--- config.mk ---
export PLATFORM = sky130hd
export DESIGN_NAME = uart_mp_top
export DESIGN_NICKNAME = d
export VERILOG_FILES = /design/src/uart_mp_pkg.sv /design/src/uart_mp_top.sv /design/src/uart_tx_fifo.sv /design/src/uart_baud_gen.sv
export SDC_FILE = /design/constraint.sdc
export NUM_CORES = 1
export LEC_CHECK = 0
export ABC_CLOCK_PERIOD_IN_PS = 4150
export BUFFER_PORTS_ARGS = -buffer_cell sky130_fd_sc_hd__buf_2
export CAP_MARGIN = 15
export CORE_UTILIZATION = 60
export CTS_CLUSTER_DIAMETER = 50
export CTS_CLUSTER_SIZE = 25
export DETAILED_ROUTE_END_ITERATION = 16
export PLACE_DENSITY_LB_ADDON = 0.2
export SKIP_CTS_REPAIR_TIMING = 1
export SYNTH_ARGS = -nofsm -noshare
export SYNTH_HDL_FRONTEND = slang
export SYNTH_SLANG_ARGS = --single-unit
--- constraint.sdc ---
create_clock -name MCLK -period 4.15 [get_ports MCLK]
set_clock_uncertainty 0.15 [all_clocks]
set_input_delay 0.415 -clock MCLK [delete_from_list [all_inputs] [get_ports MCLK]]
set_output_delay 0.415 -clock MCLK [all_outputs]
set_load 0.01 [all_outputs]
--- src/uart_mp_pkg.sv ---
// Constants, register map and state encodings for the flow-controlled
// multiprocessor serial port. Assumes a 100 MHz system clock and an APB master.
package uart_mp_pkg;

  localparam int CLK_PERIOD_NS = 10;
  localparam int OVERSAMPLE = 16;
  localparam logic [3:0] LAST_TICK = 4'(OVERSAMPLE - 1);
  localparam logic [3:0] MID_TICK = 4'(OVERSAMPLE / 2 - 1);
  localparam logic [3:0] LAST_DATA_BIT = 4'h7;
  localparam logic [3:0] MP_BIT_POS = 4'h8;
  localparam int TX_FIFO_DEPTH = 32;
  localparam int TX_WORD_W = 9;

  localparam logic [7:0] CTRL0_OFS = 8'h00;
  localparam logic [7:0] CTRL1_OFS = 8'h04;
  localparam logic [7:0] STAT0_OFS = 8'h08;
  localparam logic [7:0] STAT1_OFS = 8'h0c;
  localparam logic [7:0] ADDR_OFS = 8'h10;
  localparam logic [7:0] BAUD_OFS = 8'h14;
  localparam logic [7:0] DATA_OFS = 8'h18;

  localparam int C0_TX_EN = 0;
  localparam int C0_RX_EN = 1;
  localparam int C0_FCE = 2;
  localparam int C0_STOP2 = 3;
  localparam int C1_MP_EN = 0;
  localparam int C1_MP_TX = 1;
  localparam int C1_AUTO = 2;
  localparam int C1_TIMER = 3;
  localparam int S0_TX_EMPTY = 0;
  localparam int S0_TX_FULL = 1;
  localparam int S0_RX_VALID = 2;
  localparam int S0_OVERRUN = 3;
  localparam int S0_FRAMING = 4;
  localparam int S0_TX_BUSY = 5;
  localparam int S0_TIMER = 6;
  localparam int S0_CTS = 7;
  localparam int S1_RX_MP = 0;
  localparam int S1_ADDRESSED = 1;

  localparam logic [3:0] CTRL0_RESET = 4'h0;
  localparam logic [3:0] CTRL1_RESET = 4'h0;
  localparam logic [7:0] ADDR_RESET = 8'h00;
  localparam logic [15:0] BAUD_RESET = 16'h0001;

  typedef enum logic [4:0] {
    TX_IDLE = 5'b00001,
    TX_START = 5'b00010,
    TX_DATA = 5'b00100,
    TX_MPBIT = 5'b01000,
    TX_STOP = 5'b10000
  } tx_state_e;

  typedef enum logic [3:0] {
    RX_IDLE = 4'b0001,
    RX_START = 4'b0010,
    RX_DATA = 4'b0100,
    RX_STOP = 4'b1000
  } rx_state_e;

endpackage

--- src/uart_mp_top.sv ---
// Serial port with clear-to-send flow control and multiprocessor addressing.
// APB slave on MCLK; serial pins and clear-to-send come from outside the clock domain.
//
// The APB register port and the placing of the registers were left to the implementer.
`timescale 1ns/1ps
`default_nettype none
module uart_mp_top import uart_mp_pkg::*; (
  input wire logic MCLK,
  input wire logic SYS_RST,
  input wire logic PSEL,
  input wire logic PENABLE,
  input wire logic PWRITE,
  input wire logic [7:0] PADDR,
  input wire logic [31:0] PWDATA,
  output logic [31:0] PRDATA,
  output logic PREADY,
  output logic PSLVERR,
  input wire logic CLEAR_TO_SEND_IN_N,
  input wire logic SERIAL_RX_IN,
  output logic SERIAL_TX_OUT
);

  typedef struct packed {
    logic [2:0] cts_sync;
    logic [2:0] rx_sync;
    logic cts_level;
    logic rx_level;
    logic [3:0] ctrl0;
    logic [3:0] ctrl1;
    logic [7:0] addr;
    logic [15:0] baud;
    tx_state_e tx_state;
    logic [3:0] tx_tick;
    logic [3:0] tx_bit;
    logic [8:0] tx_shift;
    logic tx_out;
    rx_state_e rx_state;
    logic [3:0] rx_tick;
    logic [3:0] rx_bit;
    logic [8:0] rx_shift;
    logic [7:0] rx_data;
    logic rx_mp;
    logic rx_valid;
    logic overrun;
    logic framing;
    logic addressed;
    logic timer_done;
    logic [31:0] prdata;
    logic pslverr;
  } top_s;

  top_s st_reg, st_next;

  logic tick;
  logic fifo_in_valid, fifo_in_ready;
  logic [TX_WORD_W-1:0] fifo_in_data, fifo_out_data;
  logic fifo_out_valid, fifo_out_ready;
  logic access, setup, wr_done, rd_done, data_wr;
  logic baud_enable;

  function automatic logic reg_known(input logic [7:0] a);
    case (a)
      CTRL0_OFS, CTRL1_OFS, STAT0_OFS, STAT1_OFS, ADDR_OFS, BAUD_OFS, DATA_OFS: reg_known = 1'b1;
      default: reg_known = 1'b0;
    endcase
  endfunction

  // Pick out the eight data bits; where they sit in the shift register depends on mode
  function automatic logic [7:0] frame_data(input logic [8:0] sh, input logic mp);
    frame_data = mp ? sh[7:0] : sh[8:1];
  endfunction

  assign setup = PSEL && !PENABLE;
  assign access = PSEL && PENABLE;
  assign data_wr = access && PWRITE && (PADDR == DATA_OFS);
  // A write to the data register waits while the FIFO is full
  assign PREADY = !(data_wr && !fifo_in_ready);
  assign wr_done = access && PWRITE && PREADY && !st_reg.pslverr;
  assign rd_done = access && !PWRITE && !st_reg.pslverr;
  assign PRDATA = st_reg.prdata;
  assign PSLVERR = access && st_reg.pslverr;
  assign SERIAL_TX_OUT = st_reg.tx_out;

  assign fifo_in_valid = wr_done && (PADDR == DATA_OFS);
  assign fifo_in_data = {st_reg.ctrl1[C1_MP_TX], PWDATA[7:0]};
  // Ninth bit value is latched with each byte; whether it is sent follows the live multiprocessor enable
  assign baud_enable = st_reg.ctrl0[C0_TX_EN] || st_reg.ctrl0[C0_RX_EN] || st_reg.ctrl1[C1_TIMER];

  uart_tx_fifo #(
    .WIDTH(TX_WORD_W),
    .DEPTH(TX_FIFO_DEPTH)
  ) u_fifo (
    .clk(MCLK),
    .rst(SYS_RST),
    .in_data(fifo_in_data),
    .in_valid(fifo_in_valid),
    .in_ready(fifo_in_ready),
    .out_data(fifo_out_data),
    .out_valid(fifo_out_valid),
    .out_ready(fifo_out_ready)
  );

  uart_baud_gen #(
    .DIV_W(16)
  ) u_baud (
    .clk(MCLK),
    .rst(SYS_RST),
    .enable(baud_enable),
    .divisor(st_reg.baud),
    .tick(tick)
  );

  always_comb begin
    logic [7:0] rdata;
    logic [7:0] got;
    logic accept;
    rdata = 8'h00;
    got = 8'h00;
    accept = 1'b0;
    st_next = st_reg;
    fifo_out_ready = 1'b0;

    // Pin synchronisers: a change counts once stages two and three agree
    st_next.cts_sync = {st_reg.cts_sync[1:0], CLEAR_TO_SEND_IN_N};
    st_next.rx_sync = {st_reg.rx_sync[1:0], SERIAL_RX_IN};
    if (st_reg.cts_sync[1] == st_reg.cts_sync[2]) begin
      st_next.cts_level = !st_reg.cts_sync[2];
    end
    if (st_reg.rx_sync[1] == st_reg.rx_sync[2]) begin
      st_next.rx_level = st_reg.rx_sync[2];
    end

    // Register read data is prepared in the setup cycle
    if (setup) begin
      case (PADDR)
        CTRL0_OFS: rdata = {4'h0, st_reg.ctrl0};
        CTRL1_OFS: rdata = {4'h0, st_reg.ctrl1};
        STAT0_OFS: rdata = {st_reg.cts_level, st_reg.timer_done, st_reg.tx_state != TX_IDLE,
                            st_reg.framing, st_reg.overrun, st_reg.rx_valid,
                            !fifo_in_ready, !fifo_out_valid};
        STAT1_OFS: rdata = {6'h00, st_reg.addressed, st_reg.rx_mp};
        ADDR_OFS: rdata = st_reg.addr;
        BAUD_OFS: rdata = 8'h00;
        DATA_OFS: rdata = st_reg.rx_data;
        default: rdata = 8'h00;
      endcase
      st_next.prdata = {24'h000000, rdata};
      if (PADDR == BAUD_OFS) begin
        st_next.prdata = {16'h0000, st_reg.baud};
      end
      st_next.pslverr = !reg_known(PADDR);
    end

    if (wr_done) begin
      case (PADDR)
        CTRL0_OFS: st_next.ctrl0 = PWDATA[3:0];
        CTRL1_OFS: st_next.ctrl1 = PWDATA[3:0];
        ADDR_OFS: st_next.addr = PWDATA[7:0];
        BAUD_OFS: st_next.baud = PWDATA[15:0];
        STAT0_OFS: begin
          // Write one to clear; a same-cycle event below still wins
          if (PWDATA[S0_OVERRUN]) begin
            st_next.overrun = 1'b0;
          end
          if (PWDATA[S0_FRAMING]) begin
            st_next.framing = 1'b0;
          end
          if (PWDATA[S0_TIMER]) begin
            st_next.timer_done = 1'b0;
          end
        end
        default: ;
      endcase
    end
    if (rd_done && PADDR == DATA_OFS) begin
      st_next.rx_valid = 1'b0;
    end

    // Timer only while neither direction of the port needs the divider
    if (tick && st_reg.ctrl1[C1_TIMER] && !st_reg.ctrl0[C0_TX_EN] && !st_reg.ctrl0[C0_RX_EN]) begin
      st_next.timer_done = 1'b1;
    end

    // Transmitter
    case (st_reg.tx_state)
      TX_IDLE: begin
        st_next.tx_out = 1'b1;
        // Level is the flop from the previous clock, one clock ahead of the start
        if (st_reg.ctrl0[C0_TX_EN] && fifo_out_valid &&
            (!st_reg.ctrl0[C0_FCE] || st_reg.cts_level)) begin
          fifo_out_ready = 1'b1;
          st_next.tx_shift = fifo_out_data;
          st_next.tx_state = TX_START;
          st_next.tx_tick = 4'h0;
          st_next.tx_bit = 4'h0;
          st_next.tx_out = 1'b0;
        end
      end
      TX_START: begin
        st_next.tx_out = 1'b0;
        if (tick) begin
          st_next.tx_tick = st_reg.tx_tick + 4'h1;
          if (st_reg.tx_tick == LAST_TICK) begin
            st_next.tx_state = TX_DATA;
            st_next.tx_out = st_reg.tx_shift[0];
          end
        end
      end
      TX_DATA: begin
        // Clear-to-send is not looked at here, so a started character completes
        if (tick) begin
          st_next.tx_tick = st_reg.tx_tick + 4'h1;
          if (st_reg.tx_tick == LAST_TICK) begin
            st_next.tx_shift = {1'b0, st_reg.tx_shift[8:1]};
            st_next.tx_bit = st_reg.tx_bit + 4'h1;
            st_next.tx_out = st_reg.tx_shift[1];
            if (st_reg.tx_bit == LAST_DATA_BIT) begin
              if (st_reg.ctrl1[C1_MP_EN]) begin
                st_next.tx_state = TX_MPBIT;
              end else begin
                st_next.tx_state = TX_STOP;
                st_next.tx_bit = 4'h0;
                st_next.tx_out = 1'b1;
              end
            end
          end
        end
      end
      TX_MPBIT: begin
        // Shift register has moved the ninth stored bit to the bottom
        if (tick) begin
          st_next.tx_tick = st_reg.tx_tick + 4'h1;
          if (st_reg.tx_tick == LAST_TICK) begin
            st_next.tx_state = TX_STOP;
            st_next.tx_bit = 4'h0;
            st_next.tx_out = 1'b1;
          end
        end
      end
      TX_STOP: begin
        st_next.tx_out = 1'b1;
        if (tick) begin
          st_next.tx_tick = st_reg.tx_tick + 4'h1;
          if (st_reg.tx_tick == LAST_TICK) begin
            if (st_reg.ctrl0[C0_STOP2] && st_reg.tx_bit == 4'h0) begin
              st_next.tx_bit = 4'h1;
            end else begin
              st_next.tx_state = TX_IDLE;
            end
          end
        end
      end
      default: begin
        st_next.tx_state = TX_IDLE;
        st_next.tx_out = 1'b1;
      end
    endcase

    // Receiver: ticks count from the middle of the start bit
    case (st_reg.rx_state)
      RX_IDLE: begin
        if (st_reg.ctrl0[C0_RX_EN] && !st_reg.rx_level) begin
          st_next.rx_state = RX_START;
          st_next.rx_tick = 4'h0;
        end
      end
      RX_START: begin
        if (tick) begin
          st_next.rx_tick = st_reg.rx_tick + 4'h1;
          if (st_reg.rx_tick == MID_TICK) begin
            // A line back high mid start bit is a glitch, not a frame
            st_next.rx_state = st_reg.rx_level ? RX_IDLE : RX_DATA;
            st_next.rx_tick = 4'h0;
            st_next.rx_bit = 4'h0;
          end
        end
      end
      RX_DATA: begin
        if (tick) begin
          st_next.rx_tick = st_reg.rx_tick + 4'h1;
          if (st_reg.rx_tick == LAST_TICK) begin
            st_next.rx_shift = {st_reg.rx_level, st_reg.rx_shift[8:1]};
            st_next.rx_bit = st_reg.rx_bit + 4'h1;
            if (st_reg.rx_bit == (st_reg.ctrl1[C1_MP_EN] ? MP_BIT_POS : LAST_DATA_BIT)) begin
              st_next.rx_state = RX_STOP;
            end
          end
        end
      end
      RX_STOP: begin
        if (tick) begin
          st_next.rx_tick = st_reg.rx_tick + 4'h1;
          if (st_reg.rx_tick == LAST_TICK) begin
            st_next.rx_state = RX_IDLE;
            got = frame_data(st_reg.rx_shift, st_reg.ctrl1[C1_MP_EN]);
            accept = 1'b1;
            if (st_reg.ctrl1[C1_MP_EN] && st_reg.ctrl1[C1_AUTO]) begin
              if (st_reg.rx_shift[8]) begin
                // Address frame: match decides this and the following data frames
                accept = (got == st_reg.addr);
                st_next.addressed = accept;
              end else begin
                accept = st_reg.addressed;
              end
            end
            if (accept) begin
              if (!st_reg.rx_level) begin
                st_next.framing = 1'b1;
              end
              if (st_next.rx_valid) begin
                st_next.overrun = 1'b1;
              end
              st_next.rx_data = got;
              st_next.rx_mp = st_reg.ctrl1[C1_MP_EN] && st_reg.rx_shift[8];
              st_next.rx_valid = 1'b1;
            end
          end
        end
      end
      default: st_next.rx_state = RX_IDLE;
    endcase

    if (!st_reg.ctrl0[C0_RX_EN]) begin
      st_next.rx_state = RX_IDLE;
    end
  end

  always_ff @(posedge MCLK) begin
    if (SYS_RST) begin
      st_reg <= '0;
      st_reg.cts_sync <= 3'b111;
      st_reg.rx_sync <= 3'b111;
      st_reg.rx_level <= 1'b1;
      st_reg.ctrl0 <= CTRL0_RESET;
      st_reg.ctrl1 <= CTRL1_RESET;
      st_reg.addr <= ADDR_RESET;
      st_reg.baud <= BAUD_RESET;
      st_reg.tx_state <= TX_IDLE;
      st_reg.tx_out <= 1'b1;
      st_reg.rx_state <= RX_IDLE;
    end else begin
      st_reg <= st_next;
    end
  end
endmodule
`default_nettype wire

--- src/uart_tx_fifo.sv ---
// Synchronous FIFO with valid/ready on both sides.
// Assumes one clock and a synchronous active-high reset.
`timescale 1ns/1ps
`default_nettype none
module uart_tx_fifo import uart_mp_pkg::*; #(
  parameter int WIDTH = TX_WORD_W,
  parameter int DEPTH = TX_FIFO_DEPTH
) (
  input wire logic clk,
  input wire logic rst,
  input wire logic [WIDTH-1:0] in_data,
  input wire logic in_valid,
  output logic in_ready,
  output logic [WIDTH-1:0] out_data,
  output logic out_valid,
  input wire logic out_ready
);
  localparam int AW = $clog2(DEPTH);

  generate
    if (DEPTH < 2 || (1 << AW) != DEPTH) begin : g_bad_depth
      $error("uart_tx_fifo: DEPTH must be a power of two, at least 2");
    end
  endgenerate

  typedef struct packed {
    logic [AW:0] wr_ptr;
    logic [AW:0] rd_ptr;
  } fifo_s;

  fifo_s st_reg, st_next;
  logic [WIDTH-1:0] mem [DEPTH];
  logic push, pop;

  assign in_ready = (st_reg.wr_ptr[AW-1:0] != st_reg.rd_ptr[AW-1:0]) || (st_reg.wr_ptr[AW] == st_reg.rd_ptr[AW]);
  assign out_valid = st_reg.wr_ptr != st_reg.rd_ptr;
  assign out_data = mem[st_reg.rd_ptr[AW-1:0]];
  assign push = in_valid && in_ready;
  assign pop = out_valid && out_ready;

  always_comb begin
    st_next = st_reg;
    if (push) begin
      st_next.wr_ptr = st_reg.wr_ptr + 1'b1;
    end
    if (pop) begin
      st_next.rd_ptr = st_reg.rd_ptr + 1'b1;
    end
  end

  always_ff @(posedge clk) begin
    if (rst) begin
      st_reg <= '0;
    end else begin
      st_reg <= st_next;
    end
    if (push) begin
      mem[st_reg.wr_ptr[AW-1:0]] <= in_data;
    end
  end
endmodule
`default_nettype wire

--- src/uart_baud_gen.sv ---
// Divider that gives one pulse every divisor clocks.
// Used as the 16x oversampling strobe or, alone, as a basic timer.
`timescale 1ns/1ps
`default_nettype none
module uart_baud_gen #(
  parameter int DIV_W = 16
) (
  input wire logic clk,
  input wire logic rst,
  input wire logic enable,
  input wire logic [DIV_W-1:0] divisor,
  output logic tick
);
  generate
    if (DIV_W < 2) begin : g_bad_width
      $error("uart_baud_gen: DIV_W must be at least 2");
    end
  endgenerate

  typedef struct packed {
    logic [DIV_W-1:0] count;
    logic tick;
  } baud_s;

  baud_s st_reg, st_next;

  assign tick = st_reg.tick;

  always_comb begin
    st_next = st_reg;
    st_next.tick = 1'b0;
    if (!enable) begin
      st_next.count = '0;
    end else if (st_reg.count + 1'b1 >= divisor) begin
      // Divisor of zero behaves as one so the strobe never stops
      st_next.count = '0;
      st_next.tick = 1'b1;
    end else begin
      st_next.count = st_reg.count + 1'b1;
    end
  end

  always_ff @(posedge clk) begin
    if (rst) begin
      st_reg <= '0;
    end else begin
      st_reg <= st_next;
    end
  end
endmodule
`default_nettype wire

==> impl_results.md <==
- Outcome: finished with violations
- Failing checks: negative hold slack
- Sequential area share after synthesis: 0.616
- Vias/cell: ~6.2
- CTS Buf Count: 37
- Die area: roughly 32000 um^2
- DRC: 0
- Setup TNS: 0 ns
- Minimum clock period after layout: around 3.4 ns
- Vert. Die Dim: roughly 180 um
- Setup CP Type: register to register
- Number of flops mapped to enable cells by yosys: approximately 290
- Reg2Reg Depth: 12
- Hold Slack: -0.0230 ns
- Layout Utilization: 0.679
- Asr flop ratio synth: 0
- CP max stage delay: between 0.6 and 0.7 ns
- Post-synthesis cell area: between 15000 and 20000 um^2
- Final hold vios: 1
- Crit path arrival time: roughly 3.6 ns
- Slew margin rel.: 0.373
- Tot Pwr: around 8.4 mW
- CTS HTree Levels: 2
- Maxcap violations: 0
- IO buf count: just under 50
- Setup-failing EPs final: 0
- Instance count of the mapped netlist: around 1400
- Crit path cell chain: ha_1 > nand2_1 > nor3_1 > xnor2_1 > ha_1 > nand2_1 > o21ai_0 > a211o_1 > a41oi_1 > o31ai_2 > buf_4 > nor3b_1
- I/O Pins: a little over 80
- Final period util: 0.813
- Worst Hold Path Cells: 3
- Crit Reg-Reg Startpoint: u_baud.st_reg[1]
- Req. time, crit path: 4.41 ns
- Initial DRC count: between 1000 and 1500
- Achievable Freq: 296 MHz
- Reg-to-reg slack, setup: 0.78 ns
- Grt ovf: 0
- First-pass GRT wire length: 62400 um
- Initial Utilization: 0.614
- Setup crit start: u_baud.st_reg[1]
- Peak supply drop: about 340 uV
- Vias in the first global route: ~11000
- RR Endpoint: u_baud.st_reg[6]
- CP delay by family, top: compound AO/OA/AOI/OAI gates
- TritonCTS clock tree: done
- Crit path max fanout: 10
- Worst setup margin: between 0.7 and 0.8 ns
- PwrDens: 402 nW/um^2
- Via count: around 12000
- Nets: around 1600
- Root Driver: clkbuf_16
- Max Buffers Root-to-Sink: 3
- Area leader, netlist: edfxtp_1
- Clk sinks: roughly 440
- Warnings from Yosys: 0
- Die width: between 150 and 200 um
- CTS clock-pin slew for the worst setup and hold paths: 0.08 ns
- Ant. Diodes: 0
- Crit path capture: u_baud.st_reg[6]
- Synthesized flop and latch total: 437
- Initial antenna violation count: 0
- Placer Congestion: approximately 0.86
- P&R area growth vs syn: 10.6%
- Core Region: 30700 um^2
- Slew @ Worst Pin: 0.941 ns
- Nature of the critical path startpoint: register
- Clk_lat worst skew: between 0.5 and 0.6 ns
- Top post-synthesis cells by count: edfxtp_1, dfxtp_1, nor2_1, nand2_1, mux4_2
- Row count: 64
- Synth area leaders: edfxtp_1, dfxtp_1, mux4_2
- Post-Route WL: slightly above 40000 um
- Library cells used by synthesis: 73
- Slowest CP cell: o31ai_2
- Leak pwr: just under 7 nW
- CP Capture Type: register
- RSZ-0062 raised after global routing: no
- Most numerous cell in the Yosys netlist: edfxtp_1
- Largest net degree at the start of global routing: 94
- Top_reg_cell synth: edfxtp_1
- Setup Slack @ Placement: between 0.6 and 0.7 ns
- Tot GR Track Use: 0.257
- Antenna Nets Post-Route: 0
- Dpl hpwl: about 26000 um
- Share of layout cells above drive strength 1: 0.180
- Max FFs per register: 288
- Post-synth top area share: 0.458
- CP bufs+invs: 1
- WP depth: 12
- Mean post-synth cell area: about 13 um^2
- Fin. max-slew vios: 0
- HP Class: input pin to register
- Layout fillers: between 2000 and 2500
- Router iterations before antenna repair: 7
- Routed WL per cell: approximately 21 um
## layout make-up
class / instances / area, um^2 / share of cell area
Sequential cell: 437 / 11600 / 0.557
Multi-Input combinational cell: 855 / 6570 / 0.315
Clock buffer: 42 / 987 / 0.0473
Timing Repair Buffer: 108 / 746 / 0.0357
Tap cell: 396 / 495 / 0.0237
Clock inverter: 25 / 290 / 0.0139
Inverter: 41 / 154 / 0.00737
## cells in the final DEF (no fill, tap or decap), types with 15 or more instances in the layout
cell type,n
a211oi_1,18
a21oi_1,65
a22oi_1,21
buf_2,48
buf_4,49
clkbuf_16,39
conb_1,16
dfxtp_1,146
edfxtp_1,288
ha_1,27
inv_1,40
mux2i_1,35
mux4_2,72
nand2_1,87
nand3_1,53
nand3b_1,15
nor2_1,120
nor2b_1,22
nor3_1,16
nor3b_1,20
o21ai_0,34
xnor2_1,18
xor2_1,23
## where the power goes
part | leakage, nW | internal, mW | switching, mW | total, mW
combinational | 2.58 | 0.0344 | 0.106 | 0.141
clock | 0.611 | 1.93 | 1.70 | 3.63
sequential | 3.73 | 4.62 | 0.00452 | 4.63
total | 6.92 | 6.59 | 1.81 | 8.40
## worst min-delay path, stage by stage
cell,delay [ns]
buf_2,0.08
mux2i_1,0.05
nor2_1,0.07
## layer usage
| metal | GRT usage | share of wire | routed length, um | vias to the layer above |
|---|---|---|---|---|
| li1 | - | - | - | 5450 |
| met1 | 0.376 | 0.43 | 17500 | 5968 |
| met2 | 0.407 | 0.48 | 19500 | 411 |
| met3 | 0.0403 | 0.068 | 2740 | 65 |
| met4 | 0.0627 | 0.021 | 866 | 0 |
| met5 | 0 | 0 | 0 | - |
## per-stage QoR
step           cells  instance area, um^2  hold slack, ns
2_1_floorplan   1443                18900           0.239
3_3_place_gp    1826                19500           0.242
3_5_place_dp    1826                19500           0.257
4_1_cts         1893                20800          -0.103
5_1_grt         1904                20900         0.00188
6_report        1904                20900         -0.0230
## worst min path at each step
stage                            start      endpoint
floorplan                 st_next[126]  st_next[127]
global placement          st_next[126]  st_next[127]
detailed placement        st_next[126]  st_next[127]
CTS                 CLEAR_TO_SEND_IN_N  st_next[129]
global route                PWDATA[13]   st_reg[104]
finish                      PWDATA[13]   st_reg[104]
## kinds of logic (layout without fill, tap and decap cells)
kind of cell	Yosys count	in the layout	share of synthesized area
compound gates	230	230	0.0827
simple gates	429	429	0.118
other cells	1	16	0.000199
buf+inv	151	216	0.0390
mux	112	112	0.107
xor+xnor	41	41	0.0190
flops	437	437	0.616
fa+ha+maj	27	27	0.0179
No activity file was read; power rests on OpenSTA's default activity.
